--- src/qr_sw_pkg.sv ---
// shared constants, states and carriers for the flyback switch sequencer
package qr_sw_pkg;

  // clock and documented times
  localparam int CLK_PERIOD_PS   = 8000;
  localparam int T_BLANK_MAX_NS  = 16000;
  localparam int T_BLANK_MIN_NS  = 4160;
  localparam int T_FORCE_NS      = 2700;
  localparam int T_VALLEY_DLY_NS = 197;
  localparam int T_ON_MAX_NS     = 10000;
  localparam int F_SW_MAX_KHZ    = 240;

  // least time, rounded up to whole cycles
  function automatic int ceil_cyc(input int ns);
    return (ns * 1000 + CLK_PERIOD_PS - 1) / CLK_PERIOD_PS;
  endfunction

  localparam int BLANK_MAX_CYC  = ceil_cyc(T_BLANK_MAX_NS);
  localparam int BLANK_MIN_CYC  = ceil_cyc(T_BLANK_MIN_NS);
  localparam int FORCE_CYC      = ceil_cyc(T_FORCE_NS);
  localparam int VALLEY_DLY_CYC = ceil_cyc(T_VALLEY_DLY_NS);
  // longest on time rounded down, least switching period rounded up
  localparam int ON_MAX_CYC     = (T_ON_MAX_NS * 1000) / CLK_PERIOD_PS;
  localparam int MIN_PERIOD_CYC =
    (1_000_000_000 + F_SW_MAX_KHZ * CLK_PERIOD_PS - 1) / (F_SW_MAX_KHZ * CLK_PERIOD_PS);

  // widths; feedback code is 10 mV per step
  localparam int CNT_W        = 12;
  localparam int VAL_W        = 4;
  localparam int FB_W         = 8;
  localparam int FB_BURST_CODE = 70;
  localparam int FB_FOLD_CODE  = 115;

  typedef enum logic [2:0] {
    CY_IDLE  = 3'h0,
    CY_ON    = 3'h1,
    CY_BLANK = 3'h3,
    CY_WAIT  = 3'h2,
    CY_ALIGN = 3'h6
  } cyc_state_t;

  typedef enum logic [2:0] {
    PW_CHARGE   = 3'h0,
    PW_CUT_SRC  = 3'h1,
    PW_CLAMP    = 3'h3,
    PW_SWITCHES = 3'h2,
    PW_SENSE    = 3'h6,
    PW_RUN      = 3'h7
  } pwr_state_t;

  // comparator decisions, high when the named condition holds
  typedef struct packed {
    logic zcd_arm;       // sense above arming level
    logic zcd_trig;      // sense below trigger level
    logic cs_trip;       // peak current reached
    logic burst_low;     // feedback below burst threshold minus hysteresis
    logic burst_high;    // feedback at or above burst threshold
    logic vlock_low;     // feedback below 1.3 V
    logic vlock_high;    // feedback at or above 1.43 V
    logic fold_threshold;      // supply above fold threshold
    logic vdd_reg_on;    // supply above regulator-on threshold
    logic vdd_start;     // supply above start threshold
    logic vdd_stop_low;  // supply below stop threshold
    logic vdd_undervoltage_lockout_low;  // supply below undervoltage lockout
    logic drv_good;      // driver supply above good threshold
    logic drv_low;       // driver supply below good minus hysteresis
    logic drv_over;      // driver supply above about 7 V
  } cmp_in_t;

  localparam int CMP_W = $bits(cmp_in_t);

  typedef struct packed {
    logic startup_src_en;
    logic startup_src_full;
    logic regulator_en;
    logic startup_gate_switch_open;
    logic hv_clamp_en;
    logic gate_pulldown_switch_closed;
    logic line_sense_link_switch_closed;
    logic low_side_sense_transistor_on;
  } pwr_ctl_t;

  localparam pwr_ctl_t PWR_CTL_RST = 8'h80;

  typedef struct packed {
    logic burst_pause;
    logic valley_lock_on;
    logic demag_locked;
  } status_t;

endpackage

--- src/cmp_sync.sv ---
// two-flop synchronisers with edge detection on the synchronised levels
module cmp_sync #(
  parameter int W = 1
) (
  // clock and control
  input  wire logic         clk_sys,
  input  wire logic         sys_rst,
  input  wire logic         clk_en,
  // raw comparator outputs
  input  wire logic [W-1:0] raw,
  // synchronised level and edges
  output logic      [W-1:0] level,
  output logic      [W-1:0] rise,
  output logic      [W-1:0] fall
);

  logic [W-1:0] meta;
  logic [W-1:0] prev;

  always_ff @(posedge clk_sys) begin
    if (sys_rst) begin
      meta  <= '0;
      level <= '0;
      prev  <= '0;
    end else if (clk_en) begin
      meta  <= raw;
      level <= meta;
      prev  <= level;
    end
  end

  assign rise = level & ~prev;
  assign fall = ~level & prev;

endmodule // cmp_sync

--- src/qr_flyback_switch_sequencer.sv ---
// switching decision, burst and start-up sequencing of a quasi-resonant flyback
// How it works
// - triggered turn-on only after arm then trigger edge
// - blank trigger input after every turn-on
// - switching frequency stays below 240 kHz
// - blanking falls linearly from burst to foldback
// - valid edge after blanking, turn on after delay
// - edges inside blanking ignored, first later fires
// - force turn-on a fixed delay after blanking
// - starter drives cycles until sense arms trigger
// - valley lock holds skipped valley count constant
// - valley lock off below 1.3 V, on 1.43 V
// - feedback 60 mV below burst stops switching
// - burst pause ends at burst threshold again
// - start-up current reduced below fold threshold
// - regulator-on threshold enables driver regulator
// - start threshold runs the ordered switch sequence
// - no switching before driver supply good
// - gate suppressed while driver supply above 7 V
// - halt when driver supply below good minus hysteresis
// - below stop threshold stop, return to start-up
// - undervoltage downward crossing resets all control logic
module qr_flyback_switch_sequencer #(
  parameter int FB_W          = qr_sw_pkg::FB_W,
  parameter int FB_BURST_CODE = qr_sw_pkg::FB_BURST_CODE,
  parameter int FB_FOLD_CODE  = qr_sw_pkg::FB_FOLD_CODE
) (
  // clock, reset, enable
  input  wire logic                clk_sys,
  input  wire logic                sys_rst,
  input  wire logic                clk_en,
  // comparator decisions and feedback code
  input  wire qr_sw_pkg::cmp_in_t  cmp_raw,
  input  wire logic [FB_W-1:0]     feedback_level,
  // gate command
  output logic                     gate_on,
  // supply structure controls
  output qr_sw_pkg::pwr_ctl_t      pwr_ctl,
  // operating status
  output qr_sw_pkg::status_t       status
);

  localparam int CW = qr_sw_pkg::CNT_W;
  localparam int VW = qr_sw_pkg::VAL_W;

  logic [qr_sw_pkg::CMP_W-1:0] lvl_v;
  logic [qr_sw_pkg::CMP_W-1:0] rise_v;
  qr_sw_pkg::cmp_in_t          lvl;
  qr_sw_pkg::cmp_in_t          rise;
  logic                        undervoltage_lockout_rst;
  logic                        rst_int;
  logic                        drv_ok;
  logic                        burst;
  logic                        vlock_on;
  logic                        reg_en;
  logic                        run;
  logic                        armed;
  logic                        demag_locked;
  logic                        locked_valid;
  logic [VW-1:0]               locked_n;
  logic [VW-1:0]               valley_idx;
  logic [VW-1:0]               idx_now;
  logic [CW-1:0]               cnt;
  logic [CW-1:0]               period_cnt;
  logic [CW-1:0]               blank_len;
  qr_sw_pkg::cyc_state_t       state;
  qr_sw_pkg::pwr_state_t       pw_state;
  logic                        lock_ok;
  logic                        fire_ok;
  logic                        force_on;
  logic                        align_on;
  logic                        turn_on;
  logic                        blank_done;
  logic                        period_ok;

  cmp_sync #(
    .W(qr_sw_pkg::CMP_W)
  ) u_sync (
    .clk_sys(clk_sys),
    .sys_rst(sys_rst),
    .clk_en (clk_en),
    .raw    (cmp_raw),
    .level  (lvl_v),
    .rise   (rise_v),
    .fall   ()
  );

  assign lvl  = qr_sw_pkg::cmp_in_t'(lvl_v);
  assign rise = qr_sw_pkg::cmp_in_t'(rise_v);

  // blanking length against feedback code
  function automatic logic [CW-1:0] blank_cycles(input logic [FB_W-1:0] fb);
    int d;
    d = 0;
    if (int'(fb) <= FB_BURST_CODE) begin
      return CW'(qr_sw_pkg::BLANK_MAX_CYC);
    end
    if (int'(fb) >= FB_FOLD_CODE) begin
      return CW'(qr_sw_pkg::BLANK_MIN_CYC);
    end
    d = (qr_sw_pkg::BLANK_MAX_CYC - qr_sw_pkg::BLANK_MIN_CYC) * (int'(fb) - FB_BURST_CODE)
        / (FB_FOLD_CODE - FB_BURST_CODE);
    return CW'(qr_sw_pkg::BLANK_MAX_CYC - d);
  endfunction

  // undervoltage crossing resets everything past the synchronisers
  always_ff @(posedge clk_sys) begin
    if (sys_rst) begin
      undervoltage_lockout_rst <= 1'b0;
    end else if (clk_en) begin
      undervoltage_lockout_rst <= rise.vdd_undervoltage_lockout_low;
    end
  end

  assign rst_int = sys_rst | undervoltage_lockout_rst;

  // driver supply good with hysteresis
  always_ff @(posedge clk_sys) begin
    if (rst_int) begin
      drv_ok <= 1'b0;
    end else if (clk_en) begin
      if (lvl.drv_good) begin
        drv_ok <= 1'b1;
      end else if (lvl.drv_low) begin
        drv_ok <= 1'b0;
      end
    end
  end

  // burst pause with hysteresis
  always_ff @(posedge clk_sys) begin
    if (rst_int) begin
      burst <= 1'b0;
    end else if (clk_en) begin
      if (lvl.burst_low) begin
        burst <= 1'b1;
      end else if (lvl.burst_high) begin
        burst <= 1'b0;
      end
    end
  end

  // valley lock enable with hysteresis
  always_ff @(posedge clk_sys) begin
    if (rst_int) begin
      vlock_on <= 1'b0;
    end else if (clk_en) begin
      if (lvl.vlock_low) begin
        vlock_on <= 1'b0;
      end else if (lvl.vlock_high) begin
        vlock_on <= 1'b1;
      end
    end
  end

  // start-up sequence
  always_ff @(posedge clk_sys) begin
    if (rst_int) begin
      pw_state <= qr_sw_pkg::PW_CHARGE;
    end else if (clk_en) begin
      if (pw_state != qr_sw_pkg::PW_CHARGE && lvl.vdd_stop_low) begin
        pw_state <= qr_sw_pkg::PW_CHARGE;
      end else begin
        case (pw_state)
          qr_sw_pkg::PW_CHARGE: begin
            if (lvl.vdd_start) begin
              pw_state <= qr_sw_pkg::PW_CUT_SRC;
            end
          end
          qr_sw_pkg::PW_CUT_SRC:  pw_state <= qr_sw_pkg::PW_CLAMP;
          qr_sw_pkg::PW_CLAMP:    pw_state <= qr_sw_pkg::PW_SWITCHES;
          qr_sw_pkg::PW_SWITCHES: pw_state <= qr_sw_pkg::PW_SENSE;
          qr_sw_pkg::PW_SENSE:    pw_state <= qr_sw_pkg::PW_RUN;
          qr_sw_pkg::PW_RUN:      pw_state <= qr_sw_pkg::PW_RUN;
          default:                pw_state <= qr_sw_pkg::PW_CHARGE;
        endcase
      end
    end
  end

  always_ff @(posedge clk_sys) begin
    if (rst_int) begin
      reg_en <= 1'b0;
    end else if (clk_en && lvl.vdd_reg_on) begin
      reg_en <= 1'b1;
    end
  end

  // supply structure outputs follow the sequence state; regulator enable is set at the regulator-on threshold and held until reset
  always_ff @(posedge clk_sys) begin
    if (rst_int) begin
      pwr_ctl <= qr_sw_pkg::PWR_CTL_RST;
    end else if (clk_en) begin
      pwr_ctl.startup_src_en   <= pw_state == qr_sw_pkg::PW_CHARGE;
      pwr_ctl.startup_src_full <= pw_state == qr_sw_pkg::PW_CHARGE && lvl.fold_threshold;
      pwr_ctl.regulator_en     <= reg_en | lvl.vdd_reg_on;
      pwr_ctl.startup_gate_switch_open <= pw_state inside {qr_sw_pkg::PW_CLAMP,
        qr_sw_pkg::PW_SWITCHES, qr_sw_pkg::PW_SENSE, qr_sw_pkg::PW_RUN};
      pwr_ctl.hv_clamp_en <= pw_state inside {qr_sw_pkg::PW_CLAMP,
        qr_sw_pkg::PW_SWITCHES, qr_sw_pkg::PW_SENSE, qr_sw_pkg::PW_RUN};
      pwr_ctl.gate_pulldown_switch_closed <= pw_state inside {qr_sw_pkg::PW_SWITCHES,
        qr_sw_pkg::PW_SENSE, qr_sw_pkg::PW_RUN};
      pwr_ctl.line_sense_link_switch_closed <= pw_state inside {qr_sw_pkg::PW_SWITCHES,
        qr_sw_pkg::PW_SENSE, qr_sw_pkg::PW_RUN};
      pwr_ctl.low_side_sense_transistor_on <= pw_state inside {qr_sw_pkg::PW_SENSE,
        qr_sw_pkg::PW_RUN};
    end
  end

  // switching permitted
  always_ff @(posedge clk_sys) begin
    if (rst_int) begin
      run <= 1'b0;
    end else if (clk_en) begin
      run <= pw_state == qr_sw_pkg::PW_RUN && drv_ok && !lvl.drv_over && !burst
             && !lvl.vdd_stop_low;
    end
  end

  // turn-on decisions
  assign idx_now    = (valley_idx == '1) ? valley_idx : VW'(valley_idx + 1'b1);
  assign lock_ok    = !vlock_on || !locked_valid || idx_now >= locked_n;
  assign fire_ok    = armed && rise.zcd_trig && lock_ok;
  assign blank_done = period_cnt >= blank_len;
  assign period_ok  = period_cnt >= CW'(qr_sw_pkg::MIN_PERIOD_CYC - 1);
  assign force_on   = state == qr_sw_pkg::CY_WAIT && !fire_ok
                      && cnt >= CW'(qr_sw_pkg::FORCE_CYC - 1);
  assign align_on   = state == qr_sw_pkg::CY_ALIGN
                      && cnt >= CW'(qr_sw_pkg::VALLEY_DLY_CYC - 1);
  assign turn_on    = run && (state == qr_sw_pkg::CY_IDLE || force_on || align_on);

  // switching cycle
  always_ff @(posedge clk_sys) begin
    if (rst_int) begin
      state   <= qr_sw_pkg::CY_IDLE;
      gate_on <= 1'b0;
      cnt     <= '0;
    end else if (clk_en) begin
      if (!run) begin
        state   <= qr_sw_pkg::CY_IDLE;
        gate_on <= 1'b0;
        cnt     <= '0;
      end else begin
        case (state)
          qr_sw_pkg::CY_IDLE: begin
            state   <= qr_sw_pkg::CY_ON;
            gate_on <= 1'b1;
            cnt     <= '0;
          end
          qr_sw_pkg::CY_ON: begin
            if (rise.cs_trip || cnt >= CW'(qr_sw_pkg::ON_MAX_CYC - 1)) begin
              state   <= qr_sw_pkg::CY_BLANK;
              gate_on <= 1'b0;
              cnt     <= '0;
            end else begin
              cnt <= cnt + 1'b1;
            end
          end
          qr_sw_pkg::CY_BLANK: begin
            if (blank_done && period_ok) begin
              state <= qr_sw_pkg::CY_WAIT;
              cnt   <= '0;
            end
          end
          qr_sw_pkg::CY_WAIT: begin
            if (fire_ok) begin
              state <= qr_sw_pkg::CY_ALIGN;
              cnt   <= '0;
            end else if (force_on) begin
              state   <= qr_sw_pkg::CY_ON;
              gate_on <= 1'b1;
              cnt     <= '0;
            end else begin
              cnt <= cnt + 1'b1;
            end
          end
          qr_sw_pkg::CY_ALIGN: begin
            if (align_on) begin
              state   <= qr_sw_pkg::CY_ON;
              gate_on <= 1'b1;
              cnt     <= '0;
            end else begin
              cnt <= cnt + 1'b1;
            end
          end
          default: begin
            state   <= qr_sw_pkg::CY_IDLE;
            gate_on <= 1'b0;
            cnt     <= '0;
          end
        endcase
      end
    end
  end

  // time since the last turn-on, and blanking latched at turn-on
  always_ff @(posedge clk_sys) begin
    if (rst_int) begin
      period_cnt <= '0;
      blank_len  <= CW'(qr_sw_pkg::BLANK_MAX_CYC);
    end else if (clk_en) begin
      if (turn_on) begin
        period_cnt <= '0;
        blank_len  <= blank_cycles(feedback_level);
      end else if (period_cnt != '1) begin
        period_cnt <= period_cnt + 1'b1;
      end
    end
  end

  // trigger arming; an arming edge beats the clear at turn-on
  always_ff @(posedge clk_sys) begin
    if (rst_int) begin
      armed <= 1'b0;
    end else if (clk_en) begin
      if (rise.zcd_arm) begin
        armed <= 1'b1;
      end else if (turn_on) begin
        armed <= 1'b0;
      end
    end
  end

  // valley counting and lock
  always_ff @(posedge clk_sys) begin
    if (rst_int) begin
      valley_idx   <= '0;
      locked_n     <= '0;
      locked_valid <= 1'b0;
    end else if (clk_en) begin
      if (turn_on) begin
        valley_idx <= '0;
      end else if (rise.zcd_trig) begin
        valley_idx <= idx_now;
      end
      if (!vlock_on) begin
        locked_valid <= 1'b0;
      end
      if (run && state == qr_sw_pkg::CY_WAIT && fire_ok && (!vlock_on || !locked_valid)) begin
        locked_n     <= idx_now;
        locked_valid <= vlock_on;
      end
    end
  end

  // demagnetisation locking versus starter
  always_ff @(posedge clk_sys) begin
    if (rst_int) begin
      demag_locked <= 1'b0;
    end else if (clk_en) begin
      if (run && align_on) begin
        demag_locked <= 1'b1;
      end else if (turn_on && !armed) begin
        demag_locked <= 1'b0;
      end
    end
  end

  always_ff @(posedge clk_sys) begin
    if (rst_int) begin
      status <= '0;
    end else if (clk_en) begin
      status.burst_pause    <= burst;
      status.valley_lock_on <= vlock_on;
      status.demag_locked   <= demag_locked;
    end
  end

  // checks
  localparam int DON_CYC = qr_sw_pkg::VALLEY_DLY_CYC;
  localparam int MIN_P   = qr_sw_pkg::MIN_PERIOD_CYC - 1;
endmodule // qr_flyback_switch_sequencer

--- config.mk ---
export PLATFORM = sky130hd
export DESIGN_NAME = qr_flyback_switch_sequencer
export DESIGN_NICKNAME = d
export VERILOG_FILES = /design/src/qr_sw_pkg.sv /design/src/cmp_sync.sv /design/src/qr_flyback_switch_sequencer.sv
export SDC_FILE = /design/constraint.sdc
export NUM_CORES = 1
export LEC_CHECK = 0
export ABC_AREA = 1
export BUFFER_PORTS_ARGS = -buffer_cell sky130_fd_sc_hd__buf_2
export CORE_AREA = 3 3 142 144
export DETAILED_ROUTE_END_ITERATION = 8
export DIE_AREA = 0 0 145 147
export PLACE_DENSITY = 0.8
export SYNTH_ARGS = -nofsm -noshare
export SYNTH_HDL_FRONTEND = slang
export SYNTH_SLANG_ARGS = --single-unit
--- constraint.sdc ---
create_clock -name clk_sys -period 17.2 [get_ports clk_sys]
set_clock_uncertainty 0.15 [all_clocks]
set_input_delay 0.86 -clock clk_sys [delete_from_list [all_inputs] [get_ports clk_sys]]
set_output_delay 0.86 -clock clk_sys [all_outputs]
set_load 0.03 [all_outputs]
==> results of run 1 <==
[how the worst max path moves through the flow]
stage / startpoint / to / slack [ns]
finish: feedback_level[1] / blank_len[11] / 1.03
floorplan: feedback_level[1] / blank_len[11] / 1.71
global placement: feedback_level[1] / blank_len[11] / 0.19
global route: feedback_level[1] / blank_len[11] / -0.26
detailed placement: feedback_level[1] / blank_len[11] / -0.21
CTS: feedback_level[1] / blank_len[11] / 0.10
[cells in the mapped netlist, drive strengths merged (3+ instances only)]
cell type  count
dfxtp        103
clkbuf        19
nor3          27
fa            17
a22oi          4
nand3b        13
a31oi          5
nand3        162
o21a           4
a21oi         76
clkinv         7
a21boi         3
a211oi         8
o21bai         5
buf            7
nand4         33
nor2         232
ha            84
o21ai         90
o211ai         3
or2            3
nand2        523
xor2          36
xnor2          6
inv          266
nor4           9
[state kept, by name, indices dropped and copies added (netlist names)]
register	cells
armed	1
pwr_ctl	6
reg_en	1
burst	1
locked_valid	1
drv_ok	1
pw_state	3
period_cnt	12
locked_n	4
demag_locked	1
state	3
cnt	12
vlock_on	1
undervoltage_lockout_rst	1
status	3
blank_len	12
u_sync.prev	4
run	1
gate_on	1
u_sync.meta	15
valley_idx	4
u_sync.level	15
[cells by family after synthesis]
kind of cell,Yosys count,synth area share
and+or+nand+nor,1007,0.4755
buffers and inverters,299,0.09985
AOI/OAI and AO/OA,212,0.1061
DFF,103,0.1714
adders and majority gates,101,0.1157
xor gates and xnor gates,42,0.03058
muxes,1,0.0009361
[layer usage]
metal / vias up / GRT usage / part of all wire / wire, microns
met5: - / 0 / 0 / 0
met4: 0 / 0.04893 / 0.016 / 404
met3: 36 / 0.03085 / 0.032 / 823
met2: 183 / 0.3979 / 0.48 / 12450
met1: 5071 / 0.3137 / 0.47 / 12050
li1: 5823 / - / - / -
[metrics by stage]
stage | setup TNS (ns) | hold slack (ns) | std cells
3_5_place_dp | -0.3774 | 0.2891 | 2041
3_3_place_gp | 0 | 0.2879 | 2041
2_1_floorplan | 0 | 0.2615 | 1765
5_1_grt | -0.9654 | 0.3183 | 2100
6_report | 0 | 0.3002 | 2100
4_1_cts | 0 | 0.3019 | 2057
[layout make-up]
| cell class | instances | share of cell area |
|---|---|---|
| repair buffers | 84 | 0.04103 |
| well taps | 260 | 0.02464 |
| multi-input cells | 1364 | 0.6758 |
| inverters | 273 | 0.07989 |
| clock buffers | 10 | 0.01810 |
| clock inverters | 6 | 0.004359 |
| flip-flops and latches | 103 | 0.1562 |
[worst max-delay path, delay by kind of cell]
kind,cells,cell delay (ns)
simple gates,90,9.30
fa+ha+maj,9,3.21
buf+inv,21,2.07
compound gates,2,0.59
xor+xnor,1,0.25
[what timing repair did]
action	in CTS	in global routing
resized for setup	0	38
setup endpoints to repair	0	12
buffers inserted	0	42
hold buffers	0	0
==> impl_metrics.json, run 1 <==
{
  "syn_area_per_cell_sq_um": 6.815,
  "reg2reg_depth": 20,
  "place_ws_ns": -0.2068,
  "chipWidth_microns": 145,
  "hold_end": "vlock_on",
  "cp.required_ns": 17.34,
  "cp_slowest_stage_delay_ns": 0.58,
  "grt_max_degree": 55,
  "path_clk_slew_ns": 0.07,
  "netlist_area_sq_mm": 0.01203,
  "ant_nets": 0,
  "critical_path_class": "in -> reg",
  "ys_ff_latch": 103,
  "numCtsBuffers": 9,
  "fill_cells": 1590,
  "clk-insertion-delay-late_ns": 0.34,
  "tightest_slew_ns": 0.8621,
  "area_growth_syn_to_layout_pct": 9.757,
  "async_flop_share": 0,
  "hpwl_mm": 20.03,
  "critPathLaunchType": "input port",
  "finalSetupViolCount": 0,
  "synth_top_area_share": 0.1714,
  "clockRootBuffer": "clkbuf_16",
  "finalHoldViolCount": 0,
  "cpMaxStageDelayCell": "fa_1",
  "slew_headroom": 0.4244,
  "synth-edff-count": 0,
  "netlist_instances": 1765,
  "synthFlopType": "dfxtp_1",
  "fin_area_sq_mm": 0.01320,
  "grt-ovfl-total": 0,
  "synth_top_cell_by_area": "dfxtp_1",
  "gp_congestion": 0.9537,
  "firstDrtPassIters": 5,
  "viasPerCell": 5.292,
  "rrSetupSlack_ns": 12.84,
  "initial_core_util": 0.6388,
  "synth_cell_type_count": 68,
  "cts_tree": "yes",
  "holdPathStages": 1,
  "routed_wl_mm": 25.73,
  "grt_pass1_wl_mm": 43.84,
  "clockBufferDepth": 2,
  "routedWlPerCell_microns": 12.25,
  "portBuffers": 37,
  "ys_seq_area_frac": 0.1714,
  "drc": 0,
  "seq_area_sq_mm": 0.002062,
  "cts_sinks": 103,
  "worst_slack_ns": 1.025,
  "io_pins": 38,
  "worstHoldStart": "u_sync.level[9]",
  "grt_use_total": 0.2317,
  "cap_violations": 0,
  "critPathMaxFanout": 18,
  "die_y_microns": 147,
  "report.final.slew_viol_count": 0,
  "worst_r2r_startpoint": "valley_idx[0]",
  "status": "finished, final reports clean",
  "final_util": 0.7011,
  "max_freq_ghz": 0.06183,
  "nets": 1962,
  "core-area_sq_mm": 0.01883,
  "die_area_sq_mm": 0.02132,
  "crit_arrival_ns": 16.31,
  "end_kind": "register",
  "rows": 50,
  "hold_path_class": "reg -> reg",
  "dpl_cell_area_sq_mm": 0.01242,
  "grt_pass1_vias": 10020,
  "antennaDiodeCount": 0,
  "r2r-end": "period_cnt[4]",
  "cp_common_cell": "nand2_2",
  "syn-num-nets": 1892,
  "ys_warn_count": 0,
  "final_cell_mix": "332 x nand2_1, 230 x inv_1, 174 x nor2_1, 122 x nand2_2, 120 x nand3_1",
  "drive_above_1_share": 0.2500,
  "final_common_cell": "nand2_1",
  "drt_iter0_drc": 610,
  "antenna_found_initial": 0,
  "num_vias": 11110,
  "multi_input_area_sq_mm": 0.008922,
  "synthTopCellsByArea": "dfxtp_1 17%, nand2_1 10%, ha_1 8.7%",
  "finalCritPeriodShare": 0.9404,
  "fin_crit_ns": 16.17,
  "htree_levels": 3
}
Power of run 1 is not shown: default switching activity piles up to over one toggle a cycle in this logic, so the estimate is an artifact.
==> run 2: changes to the inputs <==
CORE_AREA = 3 3 160 162   (was 3 3 142 144)
DIE_AREA = 0 0 163 165   (was 0 0 145 147)
PLACE_DENSITY = 0.65   (was 0.8)
==> impl_metrics.json, run 2 (synthesis gave the netlist of run 1 again) <==
{
  "status": "finished, final reports clean",
  "portBuffers": 37,
  "met2_length_mm": 11.92,
  "grt_use_total": 0.1899,
  "routed.top_layer": "met4",
  "die_area_sq_mm": 0.02690,
  "finalSetupViolCount": 0,
  "core-area_sq_mm": 0.02425,
  "area_growth_syn_to_layout_pct": 9.289,
  "cp_common_cell": "nand2_2",
  "report.final.slew_viol_count": 0,
  "num_vias": 10780,
  "antenna_found_initial": 0,
  "cp_slowest_stage_delay_ns": 0.55,
  "finalCritPeriodShare": 0.9324,
  "cts_tree": "yes",
  "cp.required_ns": 17.29,
  "ant_nets": 0,
  "reg.largest.list": "u_sync.level: 15 flops, u_sync.meta: 15 flops",
  "critPathMaxFanout": 18,
  "rows": 57,
  "fin_area_sq_mm": 0.01315,
  "max_freq_ghz": 0.06235,
  "fill_cells": 2392,
  "cpMaxStageDelayCell": "fa_1",
  "clk-insertion-delay-late_ns": 0.35,
  "antennaDiodeCount": 0,
  "firstDrtPassIters": 5,
  "slew_headroom": 0.4105,
  "routed_wl_mm": 25.88,
  "hpwl_mm": 20.48,
  "path_clk_slew_ns": 0.08,
  "wl_met1_mm": 13.10,
  "finalHoldViolCount": 0,
  "drc": 0,
  "fin_crit_ns": 16.04,
  "end_kind": "register",
  "clockRootBuffer": "clkbuf_16",
  "initial_core_util": 0.4961,
  "grt_max_degree": 53,
  "hold_path_class": "reg -> reg",
  "clockBufferDepth": 2,
  "dpl_cell_area_sq_mm": 0.01252,
  "crit_arrival_ns": 16.13,
  "grt_pass1_vias": 9830,
  "gp_congestion": 0.8380,
  "drt_iter0_drc": 643,
  "cts_sinks": 103,
  "final_cell_mix": "331 x nand2_1, 229 x inv_1, 178 x nor2_1, 124 x nand2_2, 121 x nand3_1",
  "final_util": 0.5422,
  "numCtsBuffers": 9,
  "tightest_slew_ns": 0.8801,
  "nets": 1946,
  "die_y_microns": 165,
  "critical_path_class": "in -> reg",
  "viasPerCell": 5.020,
  "routedWlPerCell_microns": 12.05,
  "cap_violations": 0,
  "grt-ovfl-total": 0,
  "final_common_cell": "nand2_1",
  "io_pins": 38,
  "drive_above_1_share": 0.2418,
  "htree_levels": 3,
  "hold_buffers": 0,
  "critPathLaunchType": "input port",
  "routed-wl-met3_microns": 538,
  "grt_pass1_wl_mm": 44.02,
  "chipWidth_microns": 163
}
-- run 2: cell count changes in the layout (fill, tap and decap cells not counted), moves of 2 or more --
cell      change
nor2_1        +4
nor2_4        -3
buf_4        -16
nand2_2       +2
clkinv_8      +3
-- run 2: area by class of cell --
cell class	instances	area (sq um)	area share
Multi-Input combinational cell	1364	8889	0.6761
Sequential cell	103	2062	0.1568
Inverter	273	1057	0.08042
Timing Repair Buffer	68	421.7	0.03207
Tap cell	324	405.4	0.03084
Clock buffer	9	225.2	0.01713
Clock inverter	7	86.33	0.006567
-- run 2: stage by stage --
| step | hold WS (ns) | std cells | setup slack (ns) | setup TNS, ns |
|---|---|---|---|---|
| CTS | 0.2881 | 2123 | 0.2457 | 0 |
| global route | 0.3040 | 2148 | -0.08593 | -0.1376 |
| global placement | 0.2686 | 2107 | 0.2530 | 0 |
| finish | 0.2872 | 2148 | 1.163 | 0 |
| detailed placement | 0.2757 | 2107 | -0.08616 | -0.1278 |
| floorplan | 0.2615 | 1765 | 1.705 | 0 |
-- run 2: what timing repair did --
| item | CTS | global route |
|---|---|---|
| setup endpoints to repair | 0 | 11 |
| resized for setup | 0 | 33 |
| buffers inserted | 0 | 24 |
-- run 2: worst paths after layout --
path,from,end,slack [ns],cells past startpoint
setup / recovery,feedback_level[1],blank_len[11],1.16,114
hold / removal,u_sync.level[9],vlock_on,0.29,1
setup reg to reg,valley_idx[0],period_cnt[4],12.85,20
hold reg to reg,u_sync.level[9],vlock_on,0.29,1
-- run 2: layer usage --
layer,vias up,GRT usage
li1,5789,-
met5,-,0
met1,4870,0.2626
met2,108,0.3223
met3,16,0.02232
met4,0,0.03383
-- run 2: worst max-delay path: cells and delay by family --
family,cells,cell delay (ns)
AND/OR/NAND/NOR,81,8.78
buffers and inverters,17,1.41
adder cells (fa/ha/maj),11,3.81
XOR/XNOR,1,0.27
AO/OA/AOI/OAI,4,0.96
Power of run 2 is left out for the same reason.
==> run 3: changes to the inputs <==
ABC_CLOCK_PERIOD_IN_PS = 17200   (was unset)
CTS_BUF_LIST = sky130_fd_sc_hd__clkbuf_2   (was unset)
==> impl_metrics.json, run 3 (synthesis gave the netlist of run 1 again) <==
{
  "status": "finished, final reports clean",
  "cpMaxStageDelayCell": "fa_1",
  "fin_area_sq_mm": 0.01288,
  "clockBufferDepth": 2,
  "die_y_microns": 165,
  "critical_path_class": "in -> reg",
  "drt_iter0_drc": 662,
  "finalCritPeriodShare": 0.9270,
  "cp.required_ns": 17.56,
  "drc": 0,
  "grt.busiest_layer": "met2",
  "chipWidth_microns": 163,
  "reg.largest.list": "u_sync.level: 15 flops, u_sync.meta: 15 flops",
  "end_kind": "register",
  "gp_congestion": 0.8380,
  "grt_pass1_vias": 9752,
  "gr-usage-met1": 0.2618,
  "final_cell_mix": "331 x nand2_1, 230 x inv_1, 178 x nor2_1, 124 x nand2_2, 121 x nand3_1",
  "finalHoldViolCount": 0,
  "hold_path_class": "in -> reg",
  "htree_levels": 3,
  "rows": 57,
  "core-area_sq_mm": 0.02425,
  "numCtsBuffers": 9,
  "grt-ovfl-total": 0,
  "cts_sinks": 103,
  "antenna_found_initial": 1,
  "nets": 1939,
  "grt_max_degree": 53,
  "grt_use_total": 0.1883,
  "fin_crit_ns": 15.94,
  "reg2reg_depth": 20,
  "cp_common_cell": "nand2_2",
  "ant_nets": 0,
  "grtUsageMet2": 0.3196,
  "portBuffers": 37,
  "holdPathStages": 3,
  "viasPerCell": 5.006,
  "firstDrtPassIters": 7,
  "cap_violations": 0,
  "clockRootBuffer": "clkbuf_2",
  "report.final.slew_viol_count": 0,
  "path_clk_slew_ns": 0.34,
  "critPathMaxFanout": 18,
  "area_growth_syn_to_layout_pct": 7.073,
  "cp_slowest_stage_delay_ns": 0.55,
  "crit_arrival_ns": 16.31,
  "cts_tree": "yes",
  "grt_pass1_wl_mm": 43.73,
  "clk-insertion-delay-late_ns": 0.61,
  "finalSetupViolCount": 0,
  "routed_wl_mm": 25.46,
  "num_vias": 10720,
  "slew_headroom": 0.4162,
  "dpl_cell_area_sq_mm": 0.01252,
  "io_pins": 38,
  "hold_buffers": 0,
  "die_area_sq_mm": 0.02690,
  "hpwl_mm": 20.48,
  "initial_core_util": 0.4961,
  "final_common_cell": "nand2_1",
  "tightest_slew_ns": 0.8716,
  "critPathLaunchType": "input port",
  "drive_above_1_share": 0.2367,
  "routedWlPerCell_microns": 11.89,
  "grt_use_met3": 0.02007,
  "max_freq_ghz": 0.06272
}
run 3: metal layers:
layer	routed length, microns	vias up
met5	0	-
met4	299	0
met3	565	16
met2	11780	115
met1	12820	4816
li1	-	5775
run 3: stage by stage:
stage | TNS (ns) | cells | setup slack [ns] | utilization | hold WS [ns]
final | 0 | 2142 | 1.255 | 0.5312 | 0.2845
after floorplan | 0 | 1765 | 1.705 | - | 0.2615
after global placement | 0 | 2107 | 0.2530 | 0.5163 | 0.2686
after detailed placement | -0.1278 | 2107 | -0.08616 | 0.5163 | 0.2757
after global routing | -0.05052 | 2142 | -0.04089 | 0.5312 | 0.2302
after CTS | 0 | 2123 | 0.5567 | 0.5217 | 0.2348
run 3: layout make-up:
cell class	count	area (sq um)
multi-input combinational	1363	8851
sequential	103	2062
antenna	1	2.502
timing repair buffer	62	372.9
inverter	273	1055
clock inverter	7	86.33
fill	2430	11370
tap	324	405.4
clock buffer	9	45.04
run 3: critical path: cells and delay by family:
kind	cells	cell delay (ns)
and+or+nand+nor	80	8.61
buffers and inverters	17	1.47
adders and majority gates	11	3.88
AOI/OAI and AO/OA	5	1.17
xor gates and xnor gates	1	0.27
run 3: final timing paths:
| path | to | from | slack, ns |
|---|---|---|---|
| worst max-delay path | blank_len[11] | feedback_level[1] | 1.26 |
| worst min-delay path | u_sync.meta[0] | cmp_raw[0] | 0.28 |
| worst max register to register | period_cnt[4] | valley_idx[0] | 12.83 |
| worst min register to register | vlock_on | u_sync.level[9] | 0.31 |
run 3: what timing repair did:
action | CTS | global route
endpoints found under the hold margin | 0 | 0
buffers inserted | 0 | 18
gates resized for setup | 0 | 23
setup endpoints to repair | 0 | 11
Power of run 3 is left out for the same reason.
